==> src/rtl/mgmt_pkg.sv <==
// Constants, states and carriers for the module management sideband
package mgmt_pkg;
	localparam int CLK_NS = 25;
	// Minimum restart pulse and the timed responses
	localparam int RESTART_MIN_NS = 2000;
	localparam int RESTART_MIN_CYC = (RESTART_MIN_NS + CLK_NS - 1) / CLK_NS;
	localparam int INIT_TIME_MS = 2000;
	localparam int INIT_CYC = INIT_TIME_MS * (1000000 / CLK_NS);
	localparam int WAKE_TIME_MS = 300;
	localparam int WAKE_CYC = WAKE_TIME_MS * (1000000 / CLK_NS);
	localparam int TMR_W = 27;
	// Management bus address and byte map
	localparam logic [6:0] DEV_ADDR = 7'h50;
	localparam logic [7:0] OFS_STATUS = 8'h02;
	localparam logic [7:0] OFS_FLAG = 8'h03;
	localparam logic [7:0] OFS_MASK = 8'h04;
	localparam logic [7:0] OFS_CTRL = 8'h05;
	localparam int STATUS_DNR_BIT = 0;
	localparam int STATUS_LP_BIT = 1;
	localparam int CTRL_PDOWN_BIT = 0;
	localparam int FLAG_READY_BIT = 7;
	localparam int COND_W = 7;
	// Reset values, and the bit count that ends a byte
	localparam logic [7:0] FLAG_RST = 8'h00;
	localparam logic [7:0] MASK_RST = 8'h00;
	localparam logic [7:0] CTRL_RST = 8'h00;
	localparam logic [3:0] BIT_LAST = 4'h8;

	typedef enum logic [6:0] {
		BUS_IDLE = 7'b000_0001,
		BUS_ADDR = 7'b000_0010,
		BUS_AACK = 7'b000_0100,
		BUS_WR   = 7'b000_1000,
		BUS_WACK = 7'b001_0000,
		BUS_RD   = 7'b010_0000,
		BUS_RACK = 7'b100_0000
	} bus_state_e;

	typedef enum logic [2:0] {
		PW_INIT = 3'b001,
		PW_RUN  = 3'b010,
		PW_HOLD = 3'b100
	} pw_state_e;

	// Pins from outside the clock domain, synchronised as one group
	typedef struct packed {
		logic                scl;
		logic                sda;
		logic                select_n;
		logic                restart_n;
		logic                lp_req;
		logic [COND_W-1:0]   cond;
	} pins_s;

	// Idle level of each pin, loaded into the synchroniser at reset
	localparam pins_s PIN_IDLE = '{scl: 1'b1, sda: 1'b1, select_n: 1'b1, restart_n: 1'b1,
		lp_req: 1'b0, cond: '0};
endpackage : mgmt_pkg

==> src/rtl/hold_timer.sv <==
// Down-counting delay that pulses done once its load has elapsed
`timescale 1ns/10ps
module hold_timer #(
	parameter int W = 27
) (
	input  wire logic         clk_sys,
	input  wire logic         rst,
	input  wire logic         load,
	input  wire logic [W-1:0] count,
	input  wire logic         hold,
	output logic              done
);
	logic [W-1:0] cnt_r;
	logic         run_r;

	// Hold keeps the count parked at its load value
	always_ff @(posedge clk_sys or posedge rst) begin
		if (rst) begin
			cnt_r <= '0;
			run_r <= 1'b0;
			done  <= 1'b0;
		end else begin
			done <= 1'b0;
			if (load || hold) begin
				cnt_r <= count;
				run_r <= 1'b1;
			end else if (run_r) begin
				if (cnt_r <= W'(1)) begin
					run_r <= 1'b0;
					done  <= 1'b1;
				end else begin
					cnt_r <= cnt_r - W'(1);
				end
			end
		end
	end
endmodule : hold_timer

==> src/rtl/module_mgmt_status_control.sv <==
// Management bus slave, latched flags, attention and power control
`timescale 1ns/10ps
module module_mgmt_status_control #(
	parameter int INIT_CYCLES = mgmt_pkg::INIT_CYC,
	parameter int WAKE_CYCLES = mgmt_pkg::WAKE_CYC
) (
	input  wire logic                        clk_sys,
	input  wire logic                        rst,
	input  wire logic                        scl_in,
	input  wire logic                        sda_in,
	output logic                             sda_out,
	output logic                             sda_oe,
	input  wire logic                        module_select_n,
	input  wire logic                        module_restart_n,
	input  wire logic                        low_power_request,
	input  wire logic [mgmt_pkg::COND_W-1:0] fault_cond,
	output logic                             attention_n,
	output logic                             attention_oe,
	output logic                             low_power,
	output logic                             presence_n
);
	mgmt_pkg::pins_s       pin_raw;
	mgmt_pkg::pins_s       pin_s;
	mgmt_pkg::bus_state_e  bus_r;
	mgmt_pkg::pw_state_e   pw_r;
	logic                  scl_q;
	logic                  sda_q;
	logic                  scl_rise;
	logic                  scl_fall;
	logic                  bus_start;
	logic                  bus_stop;
	logic                  bus_en;
	logic [3:0]            bit_r;
	logic [7:0]            sh_r;
	logic [7:0]            ptr_r;
	logic                  rw_r;
	logic                  first_r;
	logic [7:0]            flag_r;
	logic [7:0]            flag_set;
	logic [7:0]            rd_clr_r;
	logic [7:0]            clr_now;
	logic [7:0]            mask_r;
	logic [7:0]            ctrl_r;
	logic                  dnr_r;
	logic                  ready_evt;
	logic                  pdown_q;
	logic                  wake_evt;
	logic [7:0]            rd_byte;
	logic [7:0]            status_byte;
	logic [7:0]            restart_cnt_r;
	logic                  restart_hold_r;
	logic                  restart_q;
	logic                  restart_rise;
	logic                  tmr_load;
	logic [mgmt_pkg::TMR_W-1:0] tmr_count;
	logic                  boot_r;

	////////////////////////////////////////////////////////////////////////
	// Pin synchronisation; all pins idle high except the low-power request and the conditions
	assign pin_raw = '{scl: scl_in, sda: sda_in, select_n: module_select_n,
		restart_n: module_restart_n, lp_req: low_power_request, cond: fault_cond};

	pin_sync #(
		.W($bits(mgmt_pkg::pins_s)),
		.RST_VAL(mgmt_pkg::PIN_IDLE)
	) u_sync (
		.clk_sys (clk_sys),
		.rst     (rst),
		.d       (pin_raw),
		.q       (pin_s)
	);

	////////////////////////////////////////////////////////////////////////
	// Bus line edges, start and stop detection
	always_ff @(posedge clk_sys or posedge rst) begin
		if (rst) begin
			scl_q <= 1'b1;
			sda_q <= 1'b1;
		end else begin
			scl_q <= pin_s.scl;
			sda_q <= pin_s.sda;
		end
	end

	assign scl_rise  = pin_s.scl & ~scl_q;
	assign scl_fall  = ~pin_s.scl & scl_q;
	assign bus_start = pin_s.scl & scl_q & sda_q & ~pin_s.sda;
	assign bus_stop  = pin_s.scl & scl_q & ~sda_q & pin_s.sda;
	// Answer only while selected and not held in restart
	assign bus_en    = ~pin_s.select_n & ~restart_hold_r;

	////////////////////////////////////////////////////////////////////////
	// Byte map seen by reads
	always_comb begin
		status_byte = 8'h00;
		status_byte[mgmt_pkg::STATUS_DNR_BIT] = dnr_r;
		status_byte[mgmt_pkg::STATUS_LP_BIT]  = low_power;
		case (ptr_r)
			mgmt_pkg::OFS_STATUS: rd_byte = status_byte;
			mgmt_pkg::OFS_FLAG:   rd_byte = flag_r;
			mgmt_pkg::OFS_MASK:   rd_byte = mask_r;
			mgmt_pkg::OFS_CTRL:   rd_byte = ctrl_r;
			default:              rd_byte = 8'h00;
		endcase
	end

	////////////////////////////////////////////////////////////////////////
	// Bus slave: bits sampled on clock rise, driven after clock fall
	always_ff @(posedge clk_sys or posedge rst) begin
		if (rst) begin
			bus_r    <= mgmt_pkg::BUS_IDLE;
			bit_r    <= 4'h0;
			sh_r     <= 8'h00;
			ptr_r    <= 8'h00;
			rw_r     <= 1'b0;
			first_r  <= 1'b0;
			sda_oe   <= 1'b0;
			mask_r   <= mgmt_pkg::MASK_RST;
			ctrl_r   <= mgmt_pkg::CTRL_RST;
			rd_clr_r <= 8'h00;
		end else if (!bus_en || bus_stop) begin
			// Deselect aborts mid-transfer and frees the data line
			bus_r    <= mgmt_pkg::BUS_IDLE;
			sda_oe   <= 1'b0;
			rd_clr_r <= 8'h00;
		end else if (bus_start) begin
			bus_r  <= mgmt_pkg::BUS_ADDR;
			bit_r  <= 4'h0;
			sda_oe <= 1'b0;
		end else begin
			case (bus_r)
				mgmt_pkg::BUS_ADDR, mgmt_pkg::BUS_WR: begin
					if (scl_rise) begin
						sh_r  <= {sh_r[6:0], pin_s.sda};
						bit_r <= bit_r + 4'h1;
					end else if (scl_fall && bit_r == mgmt_pkg::BIT_LAST) begin
						if (bus_r == mgmt_pkg::BUS_ADDR) begin
							// Foreign address: stay off the line
							if (sh_r[7:1] == mgmt_pkg::DEV_ADDR) begin
								bus_r  <= mgmt_pkg::BUS_AACK;
								rw_r   <= sh_r[0];
								sda_oe <= 1'b1;
							end else begin
								bus_r <= mgmt_pkg::BUS_IDLE;
							end
						end else begin
							if (first_r) begin
								ptr_r <= sh_r;
							end else begin
								// Takes effect at once, well inside the window
								if (ptr_r == mgmt_pkg::OFS_MASK) begin
									mask_r <= sh_r;
								end
								if (ptr_r == mgmt_pkg::OFS_CTRL) begin
									ctrl_r <= sh_r;
								end
								ptr_r <= ptr_r + 8'h01;
							end
							first_r <= 1'b0;
							bus_r   <= mgmt_pkg::BUS_WACK;
							sda_oe  <= 1'b1;
						end
					end
				end
				mgmt_pkg::BUS_AACK, mgmt_pkg::BUS_WACK: begin
					if (scl_fall) begin
						bit_r <= 4'h0;
						if (bus_r == mgmt_pkg::BUS_AACK && rw_r) begin
							bus_r  <= mgmt_pkg::BUS_RD;
							sh_r   <= rd_byte;
							sda_oe <= ~rd_byte[7];
							if (ptr_r == mgmt_pkg::OFS_FLAG) begin
								rd_clr_r <= rd_clr_r | flag_r;
							end
						end else begin
							if (bus_r == mgmt_pkg::BUS_AACK) begin
								first_r <= 1'b1;
							end
							bus_r  <= mgmt_pkg::BUS_WR;
							sda_oe <= 1'b0;
						end
					end
				end
				mgmt_pkg::BUS_RD: begin
					if (scl_rise) begin
						bit_r <= bit_r + 4'h1;
					end else if (scl_fall) begin
						if (bit_r == mgmt_pkg::BIT_LAST) begin
							bus_r  <= mgmt_pkg::BUS_RACK;
							sda_oe <= 1'b0;
							ptr_r  <= ptr_r + 8'h01;
						end else begin
							sh_r   <= {sh_r[6:0], 1'b0};
							sda_oe <= ~sh_r[6];
						end
					end
				end
				mgmt_pkg::BUS_RACK: begin
					// Host NACK ends the read; wait for stop
					if (scl_rise) begin
						rw_r <= ~pin_s.sda;
					end else if (scl_fall) begin
						if (rw_r) begin
							bus_r  <= mgmt_pkg::BUS_RD;
							bit_r  <= 4'h0;
							sh_r   <= rd_byte;
							sda_oe <= ~rd_byte[7];
							if (ptr_r == mgmt_pkg::OFS_FLAG) begin
								rd_clr_r <= rd_clr_r | flag_r;
							end
						end else begin
							bus_r <= mgmt_pkg::BUS_IDLE;
						end
					end
				end
				default: begin
					// Idle and any stray code keep the line free
					bus_r  <= mgmt_pkg::BUS_IDLE;
					sda_oe <= 1'b0;
				end
			endcase
		end
	end

	// Read flags are cleared when the read's stop is seen, ahead of the window
	assign clr_now = bus_stop ? rd_clr_r : 8'h00;

	////////////////////////////////////////////////////////////////////////
	// Latched flags; a new condition beats a clear in the same cycle
	always_comb begin
		flag_set = {1'b0, pin_s.cond};
		flag_set[mgmt_pkg::FLAG_READY_BIT] = ready_evt;
	end

	always_ff @(posedge clk_sys or posedge rst) begin
		if (rst) begin
			flag_r <= mgmt_pkg::FLAG_RST;
		end else begin
			flag_r <= (flag_r & ~clr_now) | flag_set;
		end
	end

	// Attention low while any unmasked flag stands; one cycle behind the flag
	always_ff @(posedge clk_sys or posedge rst) begin
		if (rst) begin
			attention_n  <= 1'b1;
			attention_oe <= 1'b0;
		end else begin
			attention_n  <= ~|(flag_r & ~mask_r);
			attention_oe <= |(flag_r & ~mask_r);
		end
	end

	////////////////////////////////////////////////////////////////////////
	// Restart pin qualified by minimum low time
	always_ff @(posedge clk_sys or posedge rst) begin
		if (rst) begin
			restart_cnt_r  <= 8'h00;
			restart_hold_r <= 1'b0;
			restart_q      <= 1'b1;
		end else begin
			restart_q <= pin_s.restart_n;
			if (pin_s.restart_n) begin
				restart_cnt_r  <= 8'h00;
				restart_hold_r <= 1'b0;
			end else if (restart_cnt_r > 8'(mgmt_pkg::RESTART_MIN_CYC)) begin
				restart_hold_r <= 1'b1;
			end else begin
				restart_cnt_r <= restart_cnt_r + 8'h01;
			end
		end
	end

	assign restart_rise = pin_s.restart_n & ~restart_q & restart_hold_r;

	////////////////////////////////////////////////////////////////////////
	// Initialisation and power level control
	assign wake_evt  = pdown_q & ~ctrl_r[mgmt_pkg::CTRL_PDOWN_BIT];
	assign tmr_load  = restart_rise | wake_evt | boot_r;
	assign tmr_count = wake_evt ? mgmt_pkg::TMR_W'(WAKE_CYCLES)
		: mgmt_pkg::TMR_W'(INIT_CYCLES);

	hold_timer #(
		.W(mgmt_pkg::TMR_W)
	) u_init_tmr (
		.clk_sys (clk_sys),
		.rst     (rst),
		.load    (tmr_load),
		.count   (tmr_count),
		.hold    (restart_hold_r & ~restart_rise),
		.done    (ready_evt)
	);

	// One-shot boot load starts the timer, so power-on init is covered as well
	always_ff @(posedge clk_sys or posedge rst) begin
		if (rst) begin
			pw_r    <= mgmt_pkg::PW_INIT;
			dnr_r   <= 1'b1;
			pdown_q <= 1'b0;
			boot_r  <= 1'b1;
		end else begin
			boot_r  <= 1'b0;
			pdown_q <= ctrl_r[mgmt_pkg::CTRL_PDOWN_BIT];
			case (pw_r)
				mgmt_pkg::PW_INIT: begin
					if (restart_hold_r) begin
						pw_r <= mgmt_pkg::PW_HOLD;
					end else if (ready_evt) begin
						pw_r  <= mgmt_pkg::PW_RUN;
						dnr_r <= 1'b0;
					end
				end
				mgmt_pkg::PW_RUN: begin
					if (restart_hold_r || wake_evt) begin
						pw_r  <= restart_hold_r ? mgmt_pkg::PW_HOLD : mgmt_pkg::PW_INIT;
						dnr_r <= 1'b1;
					end
				end
				mgmt_pkg::PW_HOLD: begin
					dnr_r <= 1'b1;
					if (restart_rise) begin
						pw_r <= mgmt_pkg::PW_INIT;
					end
				end
				default: begin
					pw_r <= mgmt_pkg::PW_INIT;
				end
			endcase
		end
	end

	// Lower power follows the pin, the control bit and the restart hold state
	always_ff @(posedge clk_sys or posedge rst) begin
		if (rst) begin
			low_power  <= 1'b1;
			presence_n <= 1'b0;
			sda_out    <= 1'b0;
		end else begin
			low_power  <= pin_s.lp_req | ctrl_r[mgmt_pkg::CTRL_PDOWN_BIT]
				| (pw_r == mgmt_pkg::PW_HOLD);
			presence_n <= 1'b0;
			sda_out    <= 1'b0;
		end
	end
endmodule : module_mgmt_status_control

==> src/rtl/pin_sync.sv <==
// Two-stage synchroniser for a group of asynchronous pins
`timescale 1ns/10ps
module pin_sync #(
	parameter int           W       = 1,
	parameter logic [W-1:0] RST_VAL = '0
) (
	input  wire logic         clk_sys,
	input  wire logic         rst,
	input  wire logic [W-1:0] d,
	output logic      [W-1:0] q
);
	logic [W-1:0] meta_r;

	// One pair of flops per bit; first stage feeds only the second
	for (genvar i = 0; i < W; i++) begin : g_bit
		always_ff @(posedge clk_sys or posedge rst) begin
			// Idle level at reset, so no false edge or flag follows release
			if (rst) begin
				meta_r[i] <= RST_VAL[i];
				q[i]      <= RST_VAL[i];
			end else begin
				meta_r[i] <= d[i];
				q[i]      <= meta_r[i];
			end
		end
	end
endmodule : pin_sync
==> config.mk <==
export PLATFORM = sky130hd
export DESIGN_NAME = module_mgmt_status_control
export DESIGN_NICKNAME = d
export VERILOG_FILES = /design/src/rtl/mgmt_pkg.sv /design/src/rtl/hold_timer.sv /design/src/rtl/module_mgmt_status_control.sv /design/src/rtl/pin_sync.sv
export SDC_FILE = /design/constraint.sdc
export NUM_CORES = 1
export LEC_CHECK = 0
export ABC_AREA = 1
export BUFFER_PORTS_ARGS = -buffer_cell sky130_fd_sc_hd__buf_2
export CAP_MARGIN = 10
export CORE_MARGIN = 5
export CORE_UTILIZATION = 55
export DETAILED_ROUTE_END_ITERATION = 10
export GPL_ROUTABILITY_DRIVEN = 0
export PLACE_DENSITY = 0.8
export SKIP_LAST_GASP = 1
export SYNTH_ARGS = -nofsm -noshare
export SYNTH_HDL_FRONTEND = slang
export SYNTH_SLANG_ARGS = --single-unit
==> constraint.sdc <==
create_clock -name clk_sys -period 3.9 [get_ports clk_sys]
set_input_delay 0.585 -clock clk_sys [delete_from_list [all_inputs] [get_ports clk_sys]]
set_output_delay 0.585 -clock clk_sys [all_outputs]
set_load 0.05 [all_outputs]
==> impl.org <==
** Status
- The run finished with clean final reports.

** Clock network
- Clock input transition at the sequential cells of the worst setup and hold paths :: 0.06 ns
- Number of sinks handled by clock tree synthesis :: 136
- # resized after CTS :: 0
- H-tree levels :: 4
- Number of buffers inserted by post-CTS setup repair :: 0
- The number of hold buffers added after CTS was 0.
- The clock passes through at most 2 buffers.
- CTS placed an instance of sky130_fd_sc_hd__clkbuf_16 at the clock tree root.
- Counting the buffers created by CTS gives 17.
- Clock insertion delay at the later pin of the skew report :: 0.43 ns
- TritonCTS built the clock tree.

** Die
- Horiz. Die Dim :: 127.3 um
- Die outline area :: between 15000 and 20000 sq um
- Starting density of the core :: 0.5667
- Die Height :: 127.3 um
- Row generation in the floorplan step produced 42 rows.
- During I/O placement, the number of pins put on the boundary was 20.
- Core Box Area :: 13350 sq um

** Placed design
- Number of placed cells counting well taps :: 1201
- Worst slack at placement :: 1.782 ns
- Port Buf Inserts :: 17
- Once placement finished, the instance area stood at 7846 sq um.
- Total half-perimeter wirelength after legalization and detailed placement :: 12.39 mm

** STA
- Achievable Freq :: 0.4576 GHz
- Measured against its own limit, the worst slew margin works out to 0.6429.
- The number of hold-slack violations in the final timing report was 0.
- Once routing completed, OpenROAD measured the worst setup slack at around 1.7 ns.
- The clock arrives with about 0.0053 ns of skew.
- Total setup violations reported at the end of the flow :: 0
- Measured slew at the worst slew-check pin :: 0.5343 ns
- In the finished design, the share of the clock period the worst path needs comes to 0.5603.
- Total negative slack :: 0 ns
- Setup repair after global routing missed its margin :: false
- The worst path in the final design needs a cycle of 2.185 ns, including I/O delays and setup.
- The number of max-slew violations in the final report was 0.

** Synthesis
- #FFs+latches synth :: 136
- Synth warnings :: 0
- Async SR Flop Fraction :: 1.000
- Cells after synthesis :: 1014
- Largest area contributor in the netlist :: sky130_fd_sc_hd__dfrtp_1
- Average footprint of a synthesized cell :: 7.460 sq um
- Cell variety after synth :: 39
- Sequential-to-total area share from yosys stat :: 0.4527
- By area the synthesized netlist is led by sky130_fd_sc_hd__dfrtp_1 39%, sky130_fd_sc_hd__nand2_1 14%, sky130_fd_sc_hd__nor2_1 7.5%, sky130_fd_sc_hd__dfstp_2 5.9%, sky130_fd_sc_hd__nand3_1 5.9%.
- For this run, the leading register cell type out of synthesis is sky130_fd_sc_hd__dfrtp_1.
- Netlist area before placement :: 7565 sq um
- In this run, synthesis inferred 0 flip-flops with an integrated enable.
- Yosys top cell area share :: 0.3936

** Drt
- After detailed routing, the total wire length is 17.70 mm.
- Drc violations :: 0
- Remaining antenna violation count :: 0
- Initial DRC Count :: approximately 720
- After detailed routing, the number of vias per cell comes to 5.394.
- Via count :: 6651
- Average wire per standard cell :: approximately 14 um
- The first detailed-routing pass ran for 6 iterations.

** Global route
- The number of antenna violations at the first check in global routing is 0.
- First-pass GRT wire length :: 29.73 mm
- Overall global routing resource usage :: 0.2247
- For this run the aggregate overflow at the end of global routing stands at 0.
- Via count of the first global-routing pass :: 6250
- Largest net degree at the start of global routing :: 79

** Worst hold path
- Class of the most critical hold timing path :: primary input to asynchronous set/reset pin

** Setup path
- Data arrives at the worst endpoint at 2.50 ns.
- Along the worst path, the maximum fanout reaches 16.
- STA classifies the critical path endpoint as a flip-flop.
- For this run, the slowest stage of the critical path takes around 0.54 ns.
- CP max stage cell :: sky130_fd_sc_hd__dfstp_2
- The worst setup path is of the flip-flop to flip-flop kind.
- The critical path contains buffers and inverters numbering 2 combined.
- Ordered list of cells on the worst path :: inv_2 -> nor2_1 -> nand2_4 -> nand2_4 -> inv_2 -> nand2_1 -> o21ai_1 -> nor2_4 -> nand2_2 -> nand2_1 -> nand2_1
- Startpoint type of the worst setup path :: flip-flop
- Top Family by Delay on Critical Path :: simple AND/OR/NAND/NOR gates
- Data on the critical path is required at its endpoint by about 4.2 ns.
- In this design, the critical path's most frequently occurring cell is sky130_fd_sc_hd__nand2_1.

** Power
- Total power for the finished layout comes to 3.410 mW.
- Switching power share of the total :: 0.2715
- The share of total power dissipated in the clock network is 0.463.
- Reported leakage power :: roughly 4.3 nW
- Combinational group share of total power :: 0.090
- The share of total power dissipated in sequential elements is 0.448.
- Across the VDD grid, the largest voltage drop is 0.3508 mV.
- Power Dens Cells :: between 400 and 500 nW/um^2
- Switch Pwr :: around 0.93 mW
- The internal portion of the total power is 2.484 mW.

** Cells and area
- Antenna cell count :: 0
- Area growth syn-to-layout :: 11.36%
- Fraction of layout cells with a size suffix above 1 :: 0.1400
- Summing all non-filler instances in the final layout gives an area of 8424 sq um.
- Count of non-filler cells in the finished layout :: roughly 1200
- Net count, final :: 1068

** Flow run
- Number of maximum-capacitance violations :: 0
==> per-layer routing <==
layer	wire length (um)	share of wire	global-route usage
met3	1324	0.075	0.05467
met4	359	0.020	0.07571
met5	0	0	0
met2	8010	0.45	0.3438
met1	8011	0.45	0.3147
==> path summary, 6_finish.rpt <==
| kind | start | endpoint | slack, ns | depth (start not counted) |
|---|---|---|---|---|
| max in group asynchronous | rst | scl_q | 2.87 | 3 |
| worst min-delay path | rst | u_init_tmr.cnt_r[20] | 0.18 | 2 |
| worst max-delay path | u_sync.q[10] | rd_clr_r[7] | 1.71 | 11 |
| worst max register to register | u_sync.q[10] | rd_clr_r[7] | 1.71 | 11 |
| min in group clk_sys | module_restart_n | u_sync.meta_r[8] | 0.25 | 1 |
| worst min register to register | u_sync.meta_r[4] | u_sync.q[4] | 0.35 | 0 |
==> metrics by stage <==
step | util | hold slack [ns]
floorplan | - | 0.3312
global placement | 0.5878 | 0.3327
detailed placement | 0.5878 | 0.3355
CTS | 0.6311 | 0.1883
global route | 0.6311 | 0.2174
finish | 0.6311 | 0.1789
==> layout by cell type, fill, tap and decap left out, types with 7 or more instances in the layout <==
| cell | Yosys | final |
|---|---|---|
| sky130_fd_sc_hd__nand2_2 | 10 | 10 |
| sky130_fd_sc_hd__ha_1 | 10 | 10 |
| sky130_fd_sc_hd__nor2_1 | 151 | 151 |
| sky130_fd_sc_hd__inv_1 | 111 | 110 |
| sky130_fd_sc_hd__a21oi_1 | 29 | 29 |
| sky130_fd_sc_hd__xor2_1 | 14 | 14 |
| sky130_fd_sc_hd__buf_2 | 5 | 17 |
| sky130_fd_sc_hd__nor3_1 | 15 | 15 |
| sky130_fd_sc_hd__nor2_2 | 14 | 14 |
| sky130_fd_sc_hd__inv_6 | 0 | 7 |
| sky130_fd_sc_hd__o21bai_1 | 7 | 7 |
| sky130_fd_sc_hd__dfstp_2 | 17 | 17 |
| sky130_fd_sc_hd__o21ai_2 | 16 | 16 |
| sky130_fd_sc_hd__nor2_4 | 8 | 8 |
| sky130_fd_sc_hd__nand3_1 | 89 | 89 |
| sky130_fd_sc_hd__o21ai_1 | 18 | 18 |
| sky130_fd_sc_hd__clkbuf_16 | 0 | 17 |
| sky130_fd_sc_hd__o21ai_0 | 36 | 36 |
| sky130_fd_sc_hd__inv_2 | 12 | 12 |
| sky130_fd_sc_hd__dfrtp_1 | 119 | 119 |
| sky130_fd_sc_hd__nand2_1 | 286 | 286 |
==> flip-flops by register name (all words and copies together), names as in the netlist, 3 cells and up <==
name              count
bus_r                 7
ctrl_r                8
sh_r                  8
u_init_tmr.cnt_r     27
restart_cnt_r         8
mask_r                8
pw_r                  3
ptr_r                 8
flag_r                8
bit_r                 4
u_sync.meta_r        12
rd_clr_r              8
u_sync.q             12
==> logic make-up (layout without fill, tap and decap cells) <==
logic type / count (synthesis) / after routing / share of synthesized area
simple gates: 597 / 597 / 0.3472
fa+ha+maj: 10 / 10 / 0.01654
xor+xnor: 18 / 18 / 0.02084
compound gates: 117 / 117 / 0.09114
flops: 136 / 136 / 0.4527
buf+inv: 135 / 176 / 0.07112
other cells: 1 / 3 / 0.0004957
==> area by class of cell <==
| class | count | area, sq um |
|---|---|---|
| clock buffer | 19 | 442.9 |
| clock inverter | 13 | 135.1 |
| fill | 1177 | 4923 |
| inverter | 124 | 471.7 |
| multi-input combinational | 745 | 3610 |
| sequential | 136 | 3425 |
| tap | 176 | 220.2 |
| timing repair buffer | 20 | 120.1 |
==> power by group through the flow <==
stage / Sequential (mW) / Clock (mW) / Combinational, mW
3_3_place_gp: 1.55 / 0 / 0.294
4_1_cts: 1.52 / 1.60 / 0.304
5_1_grt: 1.53 / 1.67 / 0.349
6_report: 1.53 / 1.58 / 0.306
3_5_place_dp: 1.55 / 0 / 0.301
2_1_floorplan: 1.54 / 0 / 0.233
==> synthesized netlist by cell type, types with 2 or more instances <==
cell / number
sky130_fd_sc_hd__nand2_1: 286
sky130_fd_sc_hd__nor2_1: 151
sky130_fd_sc_hd__dfrtp_1: 119
sky130_fd_sc_hd__inv_1: 111
sky130_fd_sc_hd__nand3_1: 89
sky130_fd_sc_hd__o21ai_0: 36
sky130_fd_sc_hd__a21oi_1: 29
sky130_fd_sc_hd__o21ai_1: 18
sky130_fd_sc_hd__dfstp_2: 17
sky130_fd_sc_hd__o21ai_2: 16
sky130_fd_sc_hd__nor3_1: 15
sky130_fd_sc_hd__nor2_2: 14
sky130_fd_sc_hd__xor2_1: 14
sky130_fd_sc_hd__inv_2: 12
sky130_fd_sc_hd__ha_1: 10
sky130_fd_sc_hd__nand2_2: 10
sky130_fd_sc_hd__nor2_4: 8
sky130_fd_sc_hd__o21bai_1: 7
sky130_fd_sc_hd__buf_4: 6
sky130_fd_sc_hd__buf_2: 5
sky130_fd_sc_hd__nand2_4: 5
sky130_fd_sc_hd__nand4_1: 5
sky130_fd_sc_hd__o22ai_1: 5
sky130_fd_sc_hd__xnor2_1: 4
sky130_fd_sc_hd__nand3_2: 3
sky130_fd_sc_hd__a21oi_2: 2
sky130_fd_sc_hd__nand4_2: 2
sky130_fd_sc_hd__nor3_2: 2
sky130_fd_sc_hd__nor4_1: 2
sky130_fd_sc_hd__or2_2: 2
Power figures use the tool's default switching activity.
